<file path="src/fscr_pkg.sv">
// Constants shared by the synthesizer configuration register bank
package fscr_pkg;
	localparam int WORD_W = 32;
	localparam int CODE_HI = 2;
	localparam int CODE_LO = 0;
	localparam logic [2:0] CODE_INT_FRACTIONAL_VALUE = 3'h0;
	localparam logic [2:0] CODE_LOWER = 3'h1;
	localparam logic [2:0] CODE_REF = 3'h2;
	localparam logic [2:0] CODE_FUNC = 3'h3;
	localparam logic [2:0] CODE_TEST = 3'h4;
	// Integer/fraction word
	localparam int MUX_HI = 30;
	localparam int MUX_LO = 27;
	localparam int INT_HI = 26;
	localparam int INT_LO = 15;
	localparam int FMSB_HI = 14;
	localparam int FMSB_LO = 3;
	// Lower fraction word
	localparam int FLSB_HI = 27;
	localparam int FLSB_LO = 15;
	// Reference divider word
	localparam int CSR_BIT = 28;
	localparam int CPI_HI = 27;
	localparam int CPI_LO = 24;
	localparam int PRESC_BIT = 22;
	localparam int HALF_BIT = 21;
	localparam int DBL_BIT = 20;
	localparam int RCNT_HI = 19;
	localparam int RCNT_LO = 15;
	// Function word
	localparam int SDRST_BIT = 14;
	localparam int LDP_BIT = 7;
	localparam int POL_BIT = 6;
	localparam int PD_BIT = 5;
	localparam int TRI_BIT = 4;
	localparam int CRST_BIT = 3;
	// Test word
	localparam int NB_HI = 24;
	localparam int NB_LO = 23;
	localparam logic [1:0] NB_ON = 2'h3;
	localparam int CDM_HI = 20;
	localparam int CDM_LO = 19;
	localparam logic [1:0] CDM_FAST = 2'h1;
	localparam int CDV_HI = 18;
	localparam int CDV_LO = 7;
	// Field widths, lock detect targets and the fastlock mux code
	localparam int FRACTIONAL_VALUE_LSB_W = 13;
	localparam int FRACTIONAL_VALUE_MSB_W = 12;
	localparam int RCNT_W = 5;
	localparam int CDV_W = 12;
	localparam int LOCK_W = 6;
	localparam logic [5:0] LOCK_CNT_COARSE = 6'h18;
	localparam logic [5:0] LOCK_CNT_FINE = 6'h28;
	localparam logic [3:0] MUX_FASTLOCK = 4'hc;
endpackage : fscr_pkg

</file>
<file path="src/fscr_shift_rx.sv">
// Three-wire serial input shift register with latch strobe
`timescale 1ns/1ps
`default_nettype none
module fscr_shift_rx #(
	parameter int WORD_W = fscr_pkg::WORD_W
) (
	input wire logic clk_in,
	input wire logic reset_in,
	input wire logic ce_in,
	input wire logic serial_clock_in,
	input wire logic serial_data_in,
	input wire logic latch_strobe_in,
	output logic [WORD_W-1:0] word_out,
	output logic word_valid_out
);
	typedef struct packed {
		logic [2:0] s1;
		logic [2:0] s2;
		logic [2:0] s3;
		logic [WORD_W-1:0] shift;
		logic [WORD_W-1:0] word;
		logic valid;
	} fscr_rx_t;

	fscr_rx_t st;
	fscr_rx_t next_st;

	always_comb begin
		next_st = st;
		next_st.s1 = {serial_clock_in, serial_data_in, latch_strobe_in};
		next_st.s2 = st.s1;
		next_st.s3 = st.s2;
		next_st.valid = 1'b0;
		// Shift MSB first on each rising serial clock
		if (st.s2[2] && !st.s3[2]) begin
			next_st.shift = {st.shift[WORD_W-2:0], st.s2[1]};
		end
		// Hand the word over on the rising strobe edge
		if (st.s2[0] && !st.s3[0]) begin
			next_st.word = st.shift;
			next_st.valid = 1'b1;
		end
	end

	always_ff @(posedge clk_in) begin
		if (reset_in) begin
			st <= '0;
		end else if (ce_in) begin
			st <= next_st;
		end
	end

	assign word_out = st.word;
	assign word_valid_out = st.valid;
endmodule : fscr_shift_rx
`default_nettype wire

</file>
<file path="src/fscr_ref_path.sv">
// Reference path: edge select, doubler, R counter and half divider
`timescale 1ns/1ps
`default_nettype none
module fscr_ref_path #(
	parameter int RCNT_W = fscr_pkg::RCNT_W
) (
	input wire logic clk_in,
	input wire logic reset_in,
	input wire logic ce_in,
	input wire logic reference_input_in,
	input wire logic doubler_in,
	input wire logic half_in,
	input wire logic [RCNT_W-1:0] r_count_in,
	input wire logic hold_in,
	output logic pfd_tick_out
);
	typedef struct packed {
		logic s1;
		logic s2;
		logic s3;
		logic [RCNT_W-1:0] cnt;
		logic half;
		logic tick;
	} fscr_ref_t;

	fscr_ref_t st;
	fscr_ref_t next_st;
	logic ref_edge;

	// Falling edge only, or both edges with the doubler on
	assign ref_edge = doubler_in ? (st.s2 ^ st.s3) : (st.s3 & ~st.s2);

	always_comb begin
		next_st = st;
		next_st.s1 = reference_input_in;
		next_st.s2 = st.s1;
		next_st.s3 = st.s2;
		next_st.tick = 1'b0;
		if (hold_in) begin
			next_st.cnt = '0;
			next_st.half = 1'b0;
		end else if (ref_edge) begin
			// Count of zero divides by the full range
			if (st.cnt == r_count_in - {{(RCNT_W-1){1'b0}}, 1'b1}) begin
				next_st.cnt = '0;
				next_st.half = half_in ? ~st.half : 1'b0;
				next_st.tick = ~half_in | st.half;
			end else begin
				next_st.cnt = st.cnt + {{(RCNT_W-1){1'b0}}, 1'b1};
			end
		end
	end

	always_ff @(posedge clk_in) begin
		if (reset_in) begin
			st <= '0;
		end else if (ce_in) begin
			st <= next_st;
		end
	end

	assign pfd_tick_out = st.tick;
endmodule : fscr_ref_path
`default_nettype wire

</file>
<file path="src/fscr_top.sv">
// Configuration register bank of the fractional-N synthesizer
`timescale 1ns/1ps
`default_nettype none
module fscr_top (
	input wire logic clk_in,
	input wire logic reset_in,
	input wire logic ce_in,
	input wire logic serial_clock_in,
	input wire logic serial_data_in,
	input wire logic latch_strobe_in,
	input wire logic reference_input_in,
	input wire logic phase_in_window_in,
	output logic [fscr_pkg::FRACTIONAL_VALUE_MSB_W-1:0] int_value_out,
	output logic [fscr_pkg::FRACTIONAL_VALUE_MSB_W+fscr_pkg::FRACTIONAL_VALUE_LSB_W-1:0] fractional_value_out,
	output logic [3:0] mux_select_out,
	output logic muxed_output_pin_out,
	output logic [3:0] cp_current_out,
	output logic slip_reduction_enable_out,
	output logic prescaler_high_out,
	output logic ref_half_divider_out,
	output logic doubler_out,
	output logic [fscr_pkg::RCNT_W-1:0] r_count_out,
	output logic lock_precision_select_out,
	output logic pd_polarity_out,
	output logic power_down_out,
	output logic cp_three_state_out,
	output logic counter_hold_out,
	output logic sdm_reset_out,
	output logic neg_bleed_out,
	output logic fastlock_switch_out,
	output logic lock_detect_out,
	output logic pfd_tick_out
);
	typedef struct packed {
		logic [fscr_pkg::WORD_W-1:0] int_fractional_value_word;
		logic [fscr_pkg::WORD_W-1:0] lower_word;
		logic [fscr_pkg::WORD_W-1:0] ref_word;
		logic [fscr_pkg::WORD_W-1:0] func_word;
		logic [fscr_pkg::WORD_W-1:0] test_word;
		logic [fscr_pkg::FRACTIONAL_VALUE_LSB_W-1:0] lower_active;
		logic [fscr_pkg::RCNT_W-1:0] rcnt_active;
		logic dbl_active;
		logic [3:0] cpi_active;
		logic sdm_reset;
		logic win1;
		logic win2;
		logic [fscr_pkg::LOCK_W-1:0] lock_cnt;
		logic lock;
		logic [fscr_pkg::CDV_W-1:0] fl_timer;
	} fscr_t;

	fscr_t st;
	fscr_t next_st;
	logic [fscr_pkg::WORD_W-1:0] rx_word;
	logic word_valid;
	logic [2:0] code;
	logic pfd_tick;
	logic power_down;
	logic hold;
	logic fast_mode;
	logic fast_load;
	logic [fscr_pkg::LOCK_W-1:0] lock_target;

	fscr_shift_rx #(
		.WORD_W(fscr_pkg::WORD_W)
	) u_rx (
		.clk_in(clk_in),
		.reset_in(reset_in),
		.ce_in(ce_in),
		.serial_clock_in(serial_clock_in),
		.serial_data_in(serial_data_in),
		.latch_strobe_in(latch_strobe_in),
		.word_out(rx_word),
		.word_valid_out(word_valid)
	);

	fscr_ref_path #(
		.RCNT_W(fscr_pkg::RCNT_W)
	) u_ref (
		.clk_in(clk_in),
		.reset_in(reset_in),
		.ce_in(ce_in),
		.reference_input_in(reference_input_in),
		.doubler_in(st.dbl_active),
		.half_in(st.ref_word[fscr_pkg::HALF_BIT]),
		.r_count_in(st.rcnt_active),
		.hold_in(hold),
		.pfd_tick_out(pfd_tick)
	);

	assign code = rx_word[fscr_pkg::CODE_HI:fscr_pkg::CODE_LO];
	assign power_down = st.func_word[fscr_pkg::PD_BIT];
	assign hold = power_down | st.func_word[fscr_pkg::CRST_BIT];
	assign fast_mode = st.test_word[fscr_pkg::CDM_HI:fscr_pkg::CDM_LO] == fscr_pkg::CDM_FAST;
	assign fast_load = word_valid && code == fscr_pkg::CODE_INT_FRACTIONAL_VALUE && fast_mode;
	assign lock_target = st.func_word[fscr_pkg::LDP_BIT] ? fscr_pkg::LOCK_CNT_FINE
		: fscr_pkg::LOCK_CNT_COARSE;

	always_comb begin
		next_st = st;
		next_st.sdm_reset = 1'b0;
		next_st.win1 = phase_in_window_in;
		next_st.win2 = st.win1;
		// Words are accepted in power-down too
		if (word_valid) begin
			if (code == fscr_pkg::CODE_INT_FRACTIONAL_VALUE) begin
				next_st.int_fractional_value_word = rx_word;
				// Buffered settings move to the active copies
				next_st.lower_active = st.lower_word[fscr_pkg::FLSB_HI:fscr_pkg::FLSB_LO];
				next_st.rcnt_active = st.ref_word[fscr_pkg::RCNT_HI:fscr_pkg::RCNT_LO];
				next_st.dbl_active = st.ref_word[fscr_pkg::DBL_BIT];
				next_st.cpi_active = st.ref_word[fscr_pkg::CPI_HI:fscr_pkg::CPI_LO];
				next_st.sdm_reset = ~st.func_word[fscr_pkg::SDRST_BIT];
			end else if (code == fscr_pkg::CODE_LOWER) begin
				next_st.lower_word = rx_word;
			end else if (code == fscr_pkg::CODE_REF) begin
				next_st.ref_word = rx_word;
			end else if (code == fscr_pkg::CODE_FUNC) begin
				next_st.func_word = rx_word;
			end else if (code == fscr_pkg::CODE_TEST) begin
				next_st.test_word = rx_word;
			end
		end
		// Lock detect counts consecutive in-window detector cycles
		if (power_down) begin
			next_st.lock_cnt = '0;
			next_st.lock = 1'b0;
		end else if (pfd_tick) begin
			if (!st.win2) begin
				next_st.lock_cnt = '0;
				next_st.lock = 1'b0;
			end else if (st.lock_cnt == lock_target - 6'h01) begin
				next_st.lock = 1'b1;
			end else if (!st.lock) begin
				next_st.lock_cnt = st.lock_cnt + 6'h01;
			end
		end
		// Fastlock timer runs in detector cycles
		if (power_down) begin
			next_st.fl_timer = '0;
		end else if (fast_load) begin
			next_st.fl_timer = st.test_word[fscr_pkg::CDV_HI:fscr_pkg::CDV_LO];
		end else if (pfd_tick && st.fl_timer != '0) begin
			next_st.fl_timer = st.fl_timer - 12'h001;
		end
	end

	always_ff @(posedge clk_in) begin
		if (reset_in) begin
			st <= '0;
		end else if (ce_in) begin
			st <= next_st;
		end
	end

	assign int_value_out = st.int_fractional_value_word[fscr_pkg::INT_HI:fscr_pkg::INT_LO];
	assign fractional_value_out = {st.int_fractional_value_word[fscr_pkg::FMSB_HI:fscr_pkg::FMSB_LO],
		st.lower_active};
	assign mux_select_out = st.int_fractional_value_word[fscr_pkg::MUX_HI:fscr_pkg::MUX_LO];
	// Fastlock code pulls the pin low while wide bandwidth is active
	assign muxed_output_pin_out = (mux_select_out == fscr_pkg::MUX_FASTLOCK)
		? ~fastlock_switch_out : st.lock;
	assign cp_current_out = st.cpi_active;
	assign slip_reduction_enable_out = st.ref_word[fscr_pkg::CSR_BIT];
	assign prescaler_high_out = st.ref_word[fscr_pkg::PRESC_BIT];
	assign ref_half_divider_out = st.ref_word[fscr_pkg::HALF_BIT];
	assign doubler_out = st.dbl_active;
	assign r_count_out = st.rcnt_active;
	assign lock_precision_select_out = st.func_word[fscr_pkg::LDP_BIT];
	assign pd_polarity_out = st.func_word[fscr_pkg::POL_BIT];
	assign power_down_out = power_down;
	assign cp_three_state_out = power_down | st.func_word[fscr_pkg::TRI_BIT];
	assign counter_hold_out = hold;
	assign sdm_reset_out = st.sdm_reset;
	assign neg_bleed_out = st.test_word[fscr_pkg::NB_HI:fscr_pkg::NB_LO] == fscr_pkg::NB_ON;
	assign fastlock_switch_out = st.fl_timer != '0;
	assign lock_detect_out = st.lock;
	assign pfd_tick_out = pfd_tick;
endmodule : fscr_top
`default_nettype wire

</file>
<file path="config.mk">
export PLATFORM = sky130hd
export DESIGN_NAME = fscr_top
export DESIGN_NICKNAME = d
export VERILOG_FILES = /design/src/fscr_pkg.sv /design/src/fscr_shift_rx.sv /design/src/fscr_ref_path.sv /design/src/fscr_top.sv
export SDC_FILE = /design/constraint.sdc
export NUM_CORES = 1
export LEC_CHECK = 0
export BUFFER_PORTS_ARGS = -buffer_cell sky130_fd_sc_hd__buf_4
export CAP_MARGIN = 15
export CORE_UTILIZATION = 60
export DETAILED_ROUTE_END_ITERATION = 16
export PLACE_DENSITY = 0.85
export SETUP_SLACK_MARGIN = 0.3
export SLEW_MARGIN = 5
export SYNTH_ARGS = -nofsm -noshare
export SYNTH_HDL_FRONTEND = slang
export SYNTH_SLANG_ARGS = --single-unit
</file>
<file path="constraint.sdc">
create_clock -name clk_in -period 4.9 [get_ports clk_in]
set_input_delay 0.245 -clock clk_in [delete_from_list [all_inputs] [get_ports clk_in]]
set_output_delay 0.245 -clock clk_in [all_outputs]
set_load 0.02 [all_outputs]
</file>
# Word-level counts from Yosys, hierarchy flattened
# Index checks and enable logic that the tools add are counted.
dict set report totals {
  ff_bits 289
  inputBits 8
}
dict set report op_classes {
  eq_ne 12
  n_reduce_logical 25
  n_mux 21
  n_bitwise 14
  add_sub_neg 5
}
# operator n
set ops {}
lappend ops {{2-to-1 mux 12 bit} 3}
lappend ops {{2-to-1 mux 7 bit} 4}
lappend ops {{2-to-1 mux 6 bit} 4}
lappend ops {{nonzero test 12 bit} 1}
lappend ops {{subtractor 12 x 1 -> 12 bit, second input constant} 1}
lappend ops {{NOT 1 bit} 9}
lappend ops {{AND reduction 3 bit} 3}
lappend ops {{2-to-1 mux 1 bit} 8}
lappend ops {{AND reduction 2 bit} 4}
lappend ops {{AND reduction 4 bit} 2}
lappend ops {{AND reduction 7 bit} 1}
lappend ops {{adder 6 x 1 -> 6 bit, second input constant} 1}
lappend ops {{equality test 3 x 2 -> 1 bit, second input constant} 2}
lappend ops {{equality test 6 bit} 1}
lappend ops {{AND reduction 6 bit} 1}
lappend ops {{nonzero test 2 bit} 3}
lappend ops {{subtractor 6 x 1 -> 6 bit, second input constant} 1}
lappend ops {{adder 5 x 1 -> 5 bit, second input constant} 1}
lappend ops {{equality test 5 bit} 1}
lappend ops {{logical AND 1 bit} 5}
lappend ops {{2-to-1 mux 5 bit} 1}
lappend ops {{AND reduction 5 bit} 1}
lappend ops {{subtractor 5 x 1 -> 5 bit, second input constant} 1}
lappend ops {{equality test 4 bit, second input constant} 1}
lappend ops {{other kinds (14)} 17}

# Depth between registers and ports, before layout
# Gate-level depths: netlist of run 1.
dict set report depth {
  word_depth 7
  ltp_mapped 8
}

# Hierarchy
# Synthesis of run 1 repeated with hierarchy kept, for this count alone.
dict set report unflattened {
  hier_cells 973
  area_unflattened_um2 8858.5
}
# module seq_area_each_um2 cells_per_inst area_per_inst_um2 n_inst
set modules_own_cells {}
lappend modules_own_cells {fscr_top 2422.3 627 5198.7 1}
lappend modules_own_cells {fscr_shift_rx 1461.4 271 3005.4 1}
lappend modules_own_cells {fscr_ref_path 200.2 75 654.4 1}

# Worst setup path before layout of run 1
# OpenSTA, ideal clock, no wires.
dict set report synth_timing {
  kind {register to register}
  from {register st (netlist bit r_count_out[0])}
  to {register u_ref.st[1] in the netlist's numbering}
  t_required_ps 4831
  setup_ps 69
  n_path_buf 0
  synth_period_minus_slack_ps 1883
  arrival_time_ps 1814
  stages_incl_launch_ff 8
  slack_ps 3017
  path_cell_list {dfxtp_1 inv_1 ha_1 o21ba_1 a22oi_1 o2111ai_1 or4_1 o21ai_1}
}
dict set report synth_between {
  elab_chain_len 4
}
# item line_no
set synth_lines {}
lappend synth_lines {{from (decl)} fscr_top.sv:52} ;# fscr_t st;
lappend synth_lines {{from (signal assigned)} fscr_top.sv:152} ;# st <= next_st;
lappend synth_lines {{subtractor 5 x 1 -> 5 bit} fscr_ref_path.sv:44} ;# if (st.cnt == r_count_in - {{(RCNT_W-1){1'b0}}, 1'b1}) begin
lappend synth_lines {{equality test 5 bit} fscr_ref_path.sv:44}
lappend synth_lines {{nonzero test 2 bit (no line)} n/a}
lappend synth_lines {{AND reduction 3 bit (no line)} n/a}
lappend synth_lines {{to (signal assigned)} fscr_ref_path.sv:58} ;# st <= next_st;
lappend synth_lines {{to (decl)} fscr_ref_path.sv:26} ;# fscr_ref_t st;
# No other way between the ends.
# A chain may end at the register's enable or synchronous reset.

# Worst setup path in the final report of run 1
dict set report layout_timing {
  from {register u_rx.st (netlist bit u_rx.word_out[0])}
  to {register st[5] in the netlist's numbering}
}
dict set report layout_between {
  elab_chain_len 5
  word_cells_on_any_way 7
  classes_between {mux: 2; reduce/logical: 5}
}
# item line_no
set layout_lines {}
lappend layout_lines {{from (decl)} fscr_shift_rx.sv:25} ;# fscr_rx_t st;
lappend layout_lines {{from (signal assigned)} fscr_shift_rx.sv:49} ;# st <= next_st;
lappend layout_lines {{logical NOT 3 bit (*)} fscr_top.sv:95} ;# assign fast_load = word_valid && code == fscr_pkg::CODE_INT_FRACTIONAL_VALUE && fast_mode;
lappend layout_lines {{logical AND 1 bit (*) (2 in series)} fscr_top.sv:95}
lappend layout_lines {{nonzero test 3 bit (no line) or 2-to-1 mux 12 bit (tied branches)} n/a}
lappend layout_lines {{AND reduction 2 bit (no line) or 2-to-1 mux 12 bit (tied branches)} n/a}
# Every way passes the cells marked *; elsewhere a longest branch is shown, timed or not.

==> results of run 1 <==
routing by layer:
layer | GRT usage (%) | vias to the layer above | share of wire [%]
li1 | - | 3266 | -
met1 | 33.85 | 3187 | 42
met2 | 42.88 | 226 | 48
met3 | 4.262 | 45 | 6.8
met4 | 9.573 | 0 | 2.8
met5 | 0 | - | 0
registers in the layout, summed over array words and instances, names as in the netlist, 2 cells and up:
register,flops
u_rx.word_out,31
fractional_value_out,25
u_rx.next_st,6
r_count_out,5
int_value_out,12
u_rx.st,33
u_ref.next_st,2
st,61
mux_select_out,4
u_ref.st,7
cp_current_out,4
critical path: cells and delay by family (launching register included):
| family | cells | cell delay, ns |
|---|---|---|
| AOI/OAI and AO/OA | 2 | 0.77 |
| DFF | 1 | 0.35 |
| and+or+nand+nor | 3 | 1.32 |
through the flow:
stage	power [mW]	area (um^2)	hold slack (ns)	utilization, %	cells
after floorplan	1.731	8217	0.3922	-	999
after global placement	1.744	8371	0.4384	62.96	1137
after detailed placement	1.745	8371	0.4454	62.96	1137
after CTS	3.191	9022	0.01876	67.86	1176
after global routing	3.268	9022	0.03261	67.86	1176
final	3.180	9022	0.02328	67.86	1176
placed cells by master, fill, tap and decap left out, types with 4 or more instances in the layout:
cell         n
a22oi_1      6
nor2_1      69
xnor2_1      6
nor3_1       9
nand3_1      9
clkbuf_16   21
o22ai_1      7
a21oi_1    149
nand2b_1     4
o21ai_1      7
inv_1       13
dfxtp_1    202
nand2_1    273
clkbuf_1     8
nand4_1      4
buf_4       75
mux2i_1     43
ha_1         6
o2bb2ai_1    9
or3_1        5
cells by family after synthesis:
| family | after synthesis |
|---|---|
| buffers and inverters | 128 |
| AOI/OAI and AO/OA | 205 |
| muxes | 43 |
| xor gates and xnor gates | 9 |
| and+or+nand+nor | 406 |
| adders and majority gates | 6 |
| DFF | 202 |
power by group through the flow:
stage	Combinational [mW]	Sequential [mW]	Clock, mW
floorplan	0.0454	1.69	0
global placement	0.0585	1.69	0
detailed placement	0.0585	1.69	0
CTS	0.0602	1.65	1.48
global route	0.0665	1.65	1.55
finish	0.0611	1.65	1.47
worst paths after layout:
check	cells after the start	endpoint	slack (ns)	from
max	5	st[5]$_SDFFE_PP0P_	2.37	u_rx.word_out[0]$_SDFFE_PP0P_
min	3	u_rx.next_st[68]$_SDFFE_PP0P_	0.02	latch_strobe_in
max reg2reg	5	st[5]$_SDFFE_PP0P_	2.37	u_rx.word_out[0]$_SDFFE_PP0P_
min reg2reg	2	cp_current_out[0]$_SDFFE_PP0P_	0.45	st[133]$_SDFFE_PP0P_
synth_stat cells (all sizes together), types with 3 or more instances:
master / instances / area, um^2
or3: 6 / 42.54
a31oi: 3 / 18.77
o2bb2ai: 9 / 78.83
a32oi: 3 / 26.28
nand3: 9 / 45.04
a211oi: 3 / 22.52
o21ai: 8 / 40.03
or2: 4 / 25.03
clkbuf: 54 / 202.7
nand2: 274 / 1028
a22oi: 6 / 45.04
dfxtp: 202 / 4044
buf: 60 / 446.7
and2: 3 / 18.77
o22ai: 7 / 43.79
nor3: 9 / 45.04
nor4: 5 / 43.79
nand2b: 4 / 25.02
ha: 6 / 75.07
inv: 14 / 52.55
mux2i: 43 / 430.4
nand4: 4 / 25.02
xor2: 3 / 26.28
nor2: 72 / 272.8
xnor2: 6 / 52.55
a21oi: 149 / 745.7
final cells by class:
cell class / instances / share of cell area [%]
clock buffer: 32 / 6.615
clock inverter: 5 / 0.3883
inverter: 14 / 0.5824
multi-input combinational: 669 / 38.57
sequential: 202 / 44.82
tap: 176 / 2.441
timing repair buffer: 78 / 6.587
==> summary.md, run 1 <==
| Metric | Value |
|---|---|
| Status | `finished clean` |
| Via/cell ratio | `5.718` |
| Leakage | `3.237 nW` |
| I/O Pins | `73` |
| CTS Sinks | `202` |
| Synth Area in Compound Gates | `14.37%` |
| Drc violations | `0` |
| Final GP Congestion | `0.8302` |
| Yosys warnings | `0` |
| Root Buffer | `clkbuf_16` |
| Antenna Nets Post-Route | `0` |
| Mapped Cells | `999` |
| Vias | `6,724` |
| NetSw | `0.6764 mW` |
| Fin crit share | `51.59%` |
| Clock-pin slew on the worst setup and hold paths | `0.06 ns` |
| Starting Density | `61.80%` |
| Switching share of power | `21.27%` |
| Mux cell area share after synthesis | `5.238%` |
| Die Area | `0.01417 mm^2` |
| Post-DP HPWL | `11,230 um` |
| CP max stage cell | `and4_1` |
| Type of the most critical hold path | `primary input to flop` |
| Post-Synth XOR/XNOR Area | `0.9593%` |
| Worst-Skew Late Latency | `0.49 ns` |
| # setup viols final | `0` |
| Max-cap violations | `0` |
| Combinational Power Share | `1.9%` |
| Synthesized area | `0.008217 mm^2` |
| Die span in y | `119.0 um` |
| Setup repair bufs after CTS | `0` |
| Slew HR | `24.66%` |
| First-pass GRT wire length | `29,960 um` |
| Worst-Margin Slew | `1.126 ns` |
| Total grt overflow | `0` |
| Vias in the first global route | `6,169` |
| Synth Area in Simple Gates | `20.76%` |
| Startpoint types | `flop` |
| Hold_buf cts | `2` |
| WS Path Type | `flop to flop` |
| Drt first pass iters | `5` |
| Sequential-to-total area share from yosys stat | `49.22%` |
| Ys async rst share | `0%` |
| Crit-path cells | `nor2_1, and4_1, o31a_1, nand2_1, o2bb2ai_1` |
| WL per Instance | `15.74 um` |
| Final setup TNS | `0 ns` |
| Ant. Diodes | `0` |
| Req. time, crit path | `5.31 ns` |
| Post-synthesis average cell area | `8.225 um^2` |
| Inserted Clock Buffers | `21` |
| Flops & latches, synth | `202` |
| Syn nets | `1,013` |
| Final WS setup | `2.372 ns` |
| Layout Skew | `0.01703 ns` |
| Critical path capture point type | `flop` |
| P_int | `2.504 mW` |
| CP Max Fanout | `22` |
| Delay of the slowest critical-path stage | `0.72 ns` |
| Initial antenna violation count | `0` |
| Fill cells | `1,038` |
| Post-Synth Adder-Cell Area | `0.9137%` |
| Min Tclk post-route | `2.528 ns` |
| Die Width | `119.0 um` |
| DRT iter0 DRCs | `512` |
| Reg power frac | `51.9%` |
| Final Max Slew Viols | `0` |
| Share of layout cells above drive strength 1 | `11.90%` |
| Tot GR Track Use | `25.87%` |
| Final hold vios | `0` |
| Clock power frac | `46.2%` |
| Core Rows | `42` |
| Dpl ws | `2.441 ns` |
| H-tree Lvls | `1` |
| Achievable frequency | `395.6 MHz` |
| Number of synthesized flops with an enable pin | `0` |
| Reg area | `0.004044 mm^2` |
| WP data arrival | `2.93 ns` |
| Max VDD drop | `248.6 uV` |
| Pwr dens | `352.5 mW/mm^2` |
| TritonCTS clock tree | `done` |
| RSZ-0062 raised after global routing | `no` |
| Ys flop type | `dfxtp_1` |
| P&R area growth vs syn | `9.807%` |
| Largest net degree at the start of global routing | `106` |
| Core Box Area | `0.01330 mm^2` |
| PortBufs | `72` |
| Post-Route WL | `18,510 um` |
| Final #Nets | `1,000` |
| Post_cts resized | `0` |
| Footprint of the multi-input gates | `0.003480 mm^2` |
| Clock tree buffer depth | `3` |
| Largest family of logic cells by synthesized area | `simple AND/OR/NAND/NOR gates` |
| Distinct cells, synth | `62` |
Power figures use the tool's default switching activity.
==> run 2, diff against run 1 <==
--- a/config.mk
+++ b/config.mk
@@ -7,9 +7,9 @@
 export LEC_CHECK = 0
 export BUFFER_PORTS_ARGS = -buffer_cell sky130_fd_sc_hd__buf_4
 export CAP_MARGIN = 15
-export CORE_UTILIZATION = 60
+export CORE_UTILIZATION = 59
 export DETAILED_ROUTE_END_ITERATION = 16
-export PLACE_DENSITY = 0.85
+export PLACE_DENSITY = 0.84
 export SETUP_SLACK_MARGIN = 0.3
 export SLEW_MARGIN = 5
 export SYNTH_ARGS = -nofsm -noshare
==> constraint.sdc (replaced) <==
create_clock -name clk_in -period 2.65 [get_ports clk_in]
set_input_delay 0.1325 -clock clk_in [delete_from_list [all_inputs] [get_ports clk_in]]
set_output_delay 0.1325 -clock clk_in [all_outputs]
set_load 0.02 [all_outputs]
==> summary.md, run 2 (same netlist as run 1, synthesis figures left out) <==
| Metric | Value |
|---|---|
| Post-Route WL | `18,330 um (was 18,510 um)` |
| Clock-pin slew on the worst setup and hold paths | `0.06 ns (about the same)` |
| Leading cell type in the layout, fill and taps excluded | `nand2_1 (unchanged)` |
| PortBufs | `72 (unchanged)` |
| Req. time, crit path | `3.06 ns (was 5.31 ns)` |
| CP Max Fanout | `13 (was 22)` |
| Inserted Clock Buffers | `21 (unchanged)` |
| Critical path capture point type | `flop (unchanged)` |
| Combinational Power Share | `2.0% (was 1.9%)` |
| Core Box Area | `0.01340 mm^2 (was 0.01330 mm^2)` |
| Slew HR | `52.74% (was 24.66%)` |
| P_int | `4.718 mW (was 2.504 mW)` |
| Dpl ws | `0.3872 ns (was 2.441 ns)` |
| Finished Cell Area | `0.009136 mm^2 (was 0.009022 mm^2)` |
| WP data arrival | `2.50 ns (was 2.93 ns)` |
| Drt first pass iters | `5 (unchanged)` |
| Fill cells | `1,022 (was 1,038)` |
| Die Area | `0.01440 mm^2 (was 0.01417 mm^2)` |
| Max-cap violations | `0 (unchanged)` |
| Layout Skew | `0.006906 ns (was 0.01703 ns)` |
| Final Max Slew Viols | `0 (unchanged)` |
| Delay-heaviest family, CP | `compound AO/OA/AOI/OAI gates (was simple AND/OR/NAND/NOR gates)` |
| Tot GR Track Use | `25.27% (was 25.87%)` |
| Largest net degree at the start of global routing | `112 (was 106)` |
| Reg power frac | `51.1% (was 51.9%)` |
| Clock tree buffer depth | `3 (unchanged)` |
| Via/cell ratio | `5.648 (was 5.718)` |
| Total grt overflow | `0 (unchanged)` |
| Vias | `6,682 (was 6,724)` |
| WL per Instance | `15.49 um (was 15.74 um)` |
| NetSw | `1.251 mW (was 0.6764 mW)` |
| Antenna Nets Post-Route | `0 (unchanged)` |
| Leakage | `3.296 nW (was 3.237 nW)` |
| First-pass GRT wire length | `29,730 um (was 29,960 um)` |
| Die Width | `120.0 um (was 119.0 um)` |
| Drc violations | `0 (unchanged)` |
| CP max stage cell | `dfxtp_1 (was and4_1)` |
| RSZ-0062 raised after global routing | `no (unchanged)` |
| Achievable frequency | `477.6 MHz (was 395.6 MHz)` |
| Starting Density | `61.32% (was 61.80%)` |
| H-tree Lvls | `1 (unchanged)` |
| Initial antenna violation count | `0 (unchanged)` |
| # setup viols final | `0 (unchanged)` |
| Worst-Margin Slew | `0.7088 ns (was 1.126 ns)` |
| Min Tclk post-route | `2.094 ns (was 2.528 ns)` |
| Ant. Diodes | `0 (unchanged)` |
| Startpoint types | `flop (unchanged)` |
| Final hold vios | `0 (unchanged)` |
| Worst-Skew Late Latency | `0.49 ns (about the same)` |
| Max VDD drop | `496.6 uV (was 248.6 uV)` |
| Type of the most critical hold path | `primary input to flop (unchanged)` |
| Root Buffer | `clkbuf_16 (unchanged)` |
| DRT iter0 DRCs | `518 (was 512)` |
| Status | `finished clean (unchanged)` |
| Final WS setup | `0.5561 ns (was 2.372 ns)` |
| Vias in the first global route | `6,118 (was 6,169)` |
| Most frequent cells in the layout | `nand2_1, dfxtp_1, a21oi_1 (unchanged)` |
| Worst path bufs/invs | `1 (was 0)` |
| Core Rows | `42 (unchanged)` |
| Max reg flops | `61 (unchanged)` |
| Placed inst area | `0.008433 mm^2 (was 0.008371 mm^2)` |
| P&R area growth vs syn | `11.19% (was 9.807%)` |
| Fin crit share | `79.02% (was 51.59%)` |
| Final setup TNS | `0 ns (unchanged)` |
| Final GP Congestion | `0.8330 (was 0.8302)` |
| Die span in y | `120.0 um (was 119.0 um)` |
| Most flops, register | `st (unchanged)` |
| Final #Nets | `1,008 (was 1,000)` |
| TritonCTS clock tree | `done (unchanged)` |
| Clock power frac | `46.9% (was 46.2%)` |
| Pwr dens | `653.3 mW/mm^2 (was 352.5 mW/mm^2)` |
| Crit-path cells | `inv_1, ha_1, nor3b_1, a31oi_1, o31a_2, nand2_1, o2bb2ai_1 (was nor2_1, and4_1, o31a_1, nand2_1, o2bb2ai_1)` |
| Post-DP HPWL | `11,210 um (was 11,230 um)` |
| I/O Pins | `73 (unchanged)` |
| Delay of the slowest critical-path stage | `0.39 ns (was 0.72 ns)` |
| WS Path Type | `flop to flop (unchanged)` |
| Switching share of power | `20.95% (was 21.27%)` |
| CTS Sinks | `202 (unchanged)` |
| Share of layout cells above drive strength 1 | `12.61% (was 11.90%)` |
run 2: cell count changes in the layout (fill, tap and decap cells not counted), sizes merged:
cell and delta:
inv -1, bufinv +1, buf +5, clkinv +2, clkbuf -3, dlygate4sd3 +3
run 2: power groups by stage:
| stage | Combinational (mW) | Clock (mW) | Sequential, mW |
|---|---|---|---|
| floorplan | 0.0840 | 0 | 3.12 |
| global placement | 0.111 | 0 | 3.12 |
| detailed placement | 0.111 | 0 | 3.12 |
| CTS | 0.118 | 2.83 | 3.05 |
| global route | 0.130 | 2.95 | 3.05 |
| finish | 0.120 | 2.80 | 3.05 |
run 2: path summary, 6_finish.rpt:
path,startpoint,end,slack (ns),cells past startpoint
hold reg to reg,st[163]$_SDFFE_PP0P_,fractional_value_out[7]$_SDFFE_PP0P_,0.45,2
hold / removal,reset_in,u_rx.next_st[70]$_SDFFE_PP0P_,0.11,2
setup / recovery,st[0]$_SDFFE_PP0P_,st[8]$_SDFFE_PP0P_,0.56,7
setup reg to reg,st[0]$_SDFFE_PP0P_,st[8]$_SDFFE_PP0P_,0.56,7
run 2: stage by stage:
stage / hold slack, ns / utilization (%) / total power, mW / std cells
global route: 0.1512 / 68.18 / 6.131 / 1183
finish: 0.1118 / 68.18 / 5.968 / 1183
detailed placement: 0.3817 / 62.93 / 3.229 / 1142
CTS: 0.1238 / 68.17 / 5.994 / 1183
global placement: 0.3719 / 62.93 / 3.228 / 1142
floorplan: 0.2797 / - / 3.200 / 999
run 2: cell type report:
class	instances	area, um^2	share of cell area (%)
sequential	202	4044	44.26
multi-input combinational	669	3481	38.10
timing repair buffer	86	686.9	7.518
clock buffer	29	585.6	6.409
tap	176	220.2	2.410
clock inverter	7	66.31	0.7258
inverter	14	52.55	0.5752
run 2: worst reg2reg max path, cell delays in order, from the launching register on:
cell	delay, ns
dfxtp_1	0.39
inv_1	0.08
ha_1	0.19
nor3b_1	0.14
a31oi_1	0.35
o31a_2	0.39
nand2_1	0.27
o2bb2ai_1	0.21
run 2: what timing repair did:
item,in CTS,in global routing
hold buffers,5,0
endpoints found under the hold margin,5,0
setup endpoints to repair,0,8
resized for setup,0,1
buffers inserted,0,0
run 2: routing by layer:
metal / up-vias / GRT usage [%] / part of all wire (%)
li1: 3288 / - / -
met1: 3146 / 35.11 / 44
met2: 225 / 40.70 / 48
met3: 23 / 3.660 / 6.7
met4: 0 / 7.422 / 1.9
met5: - / 0 / 0
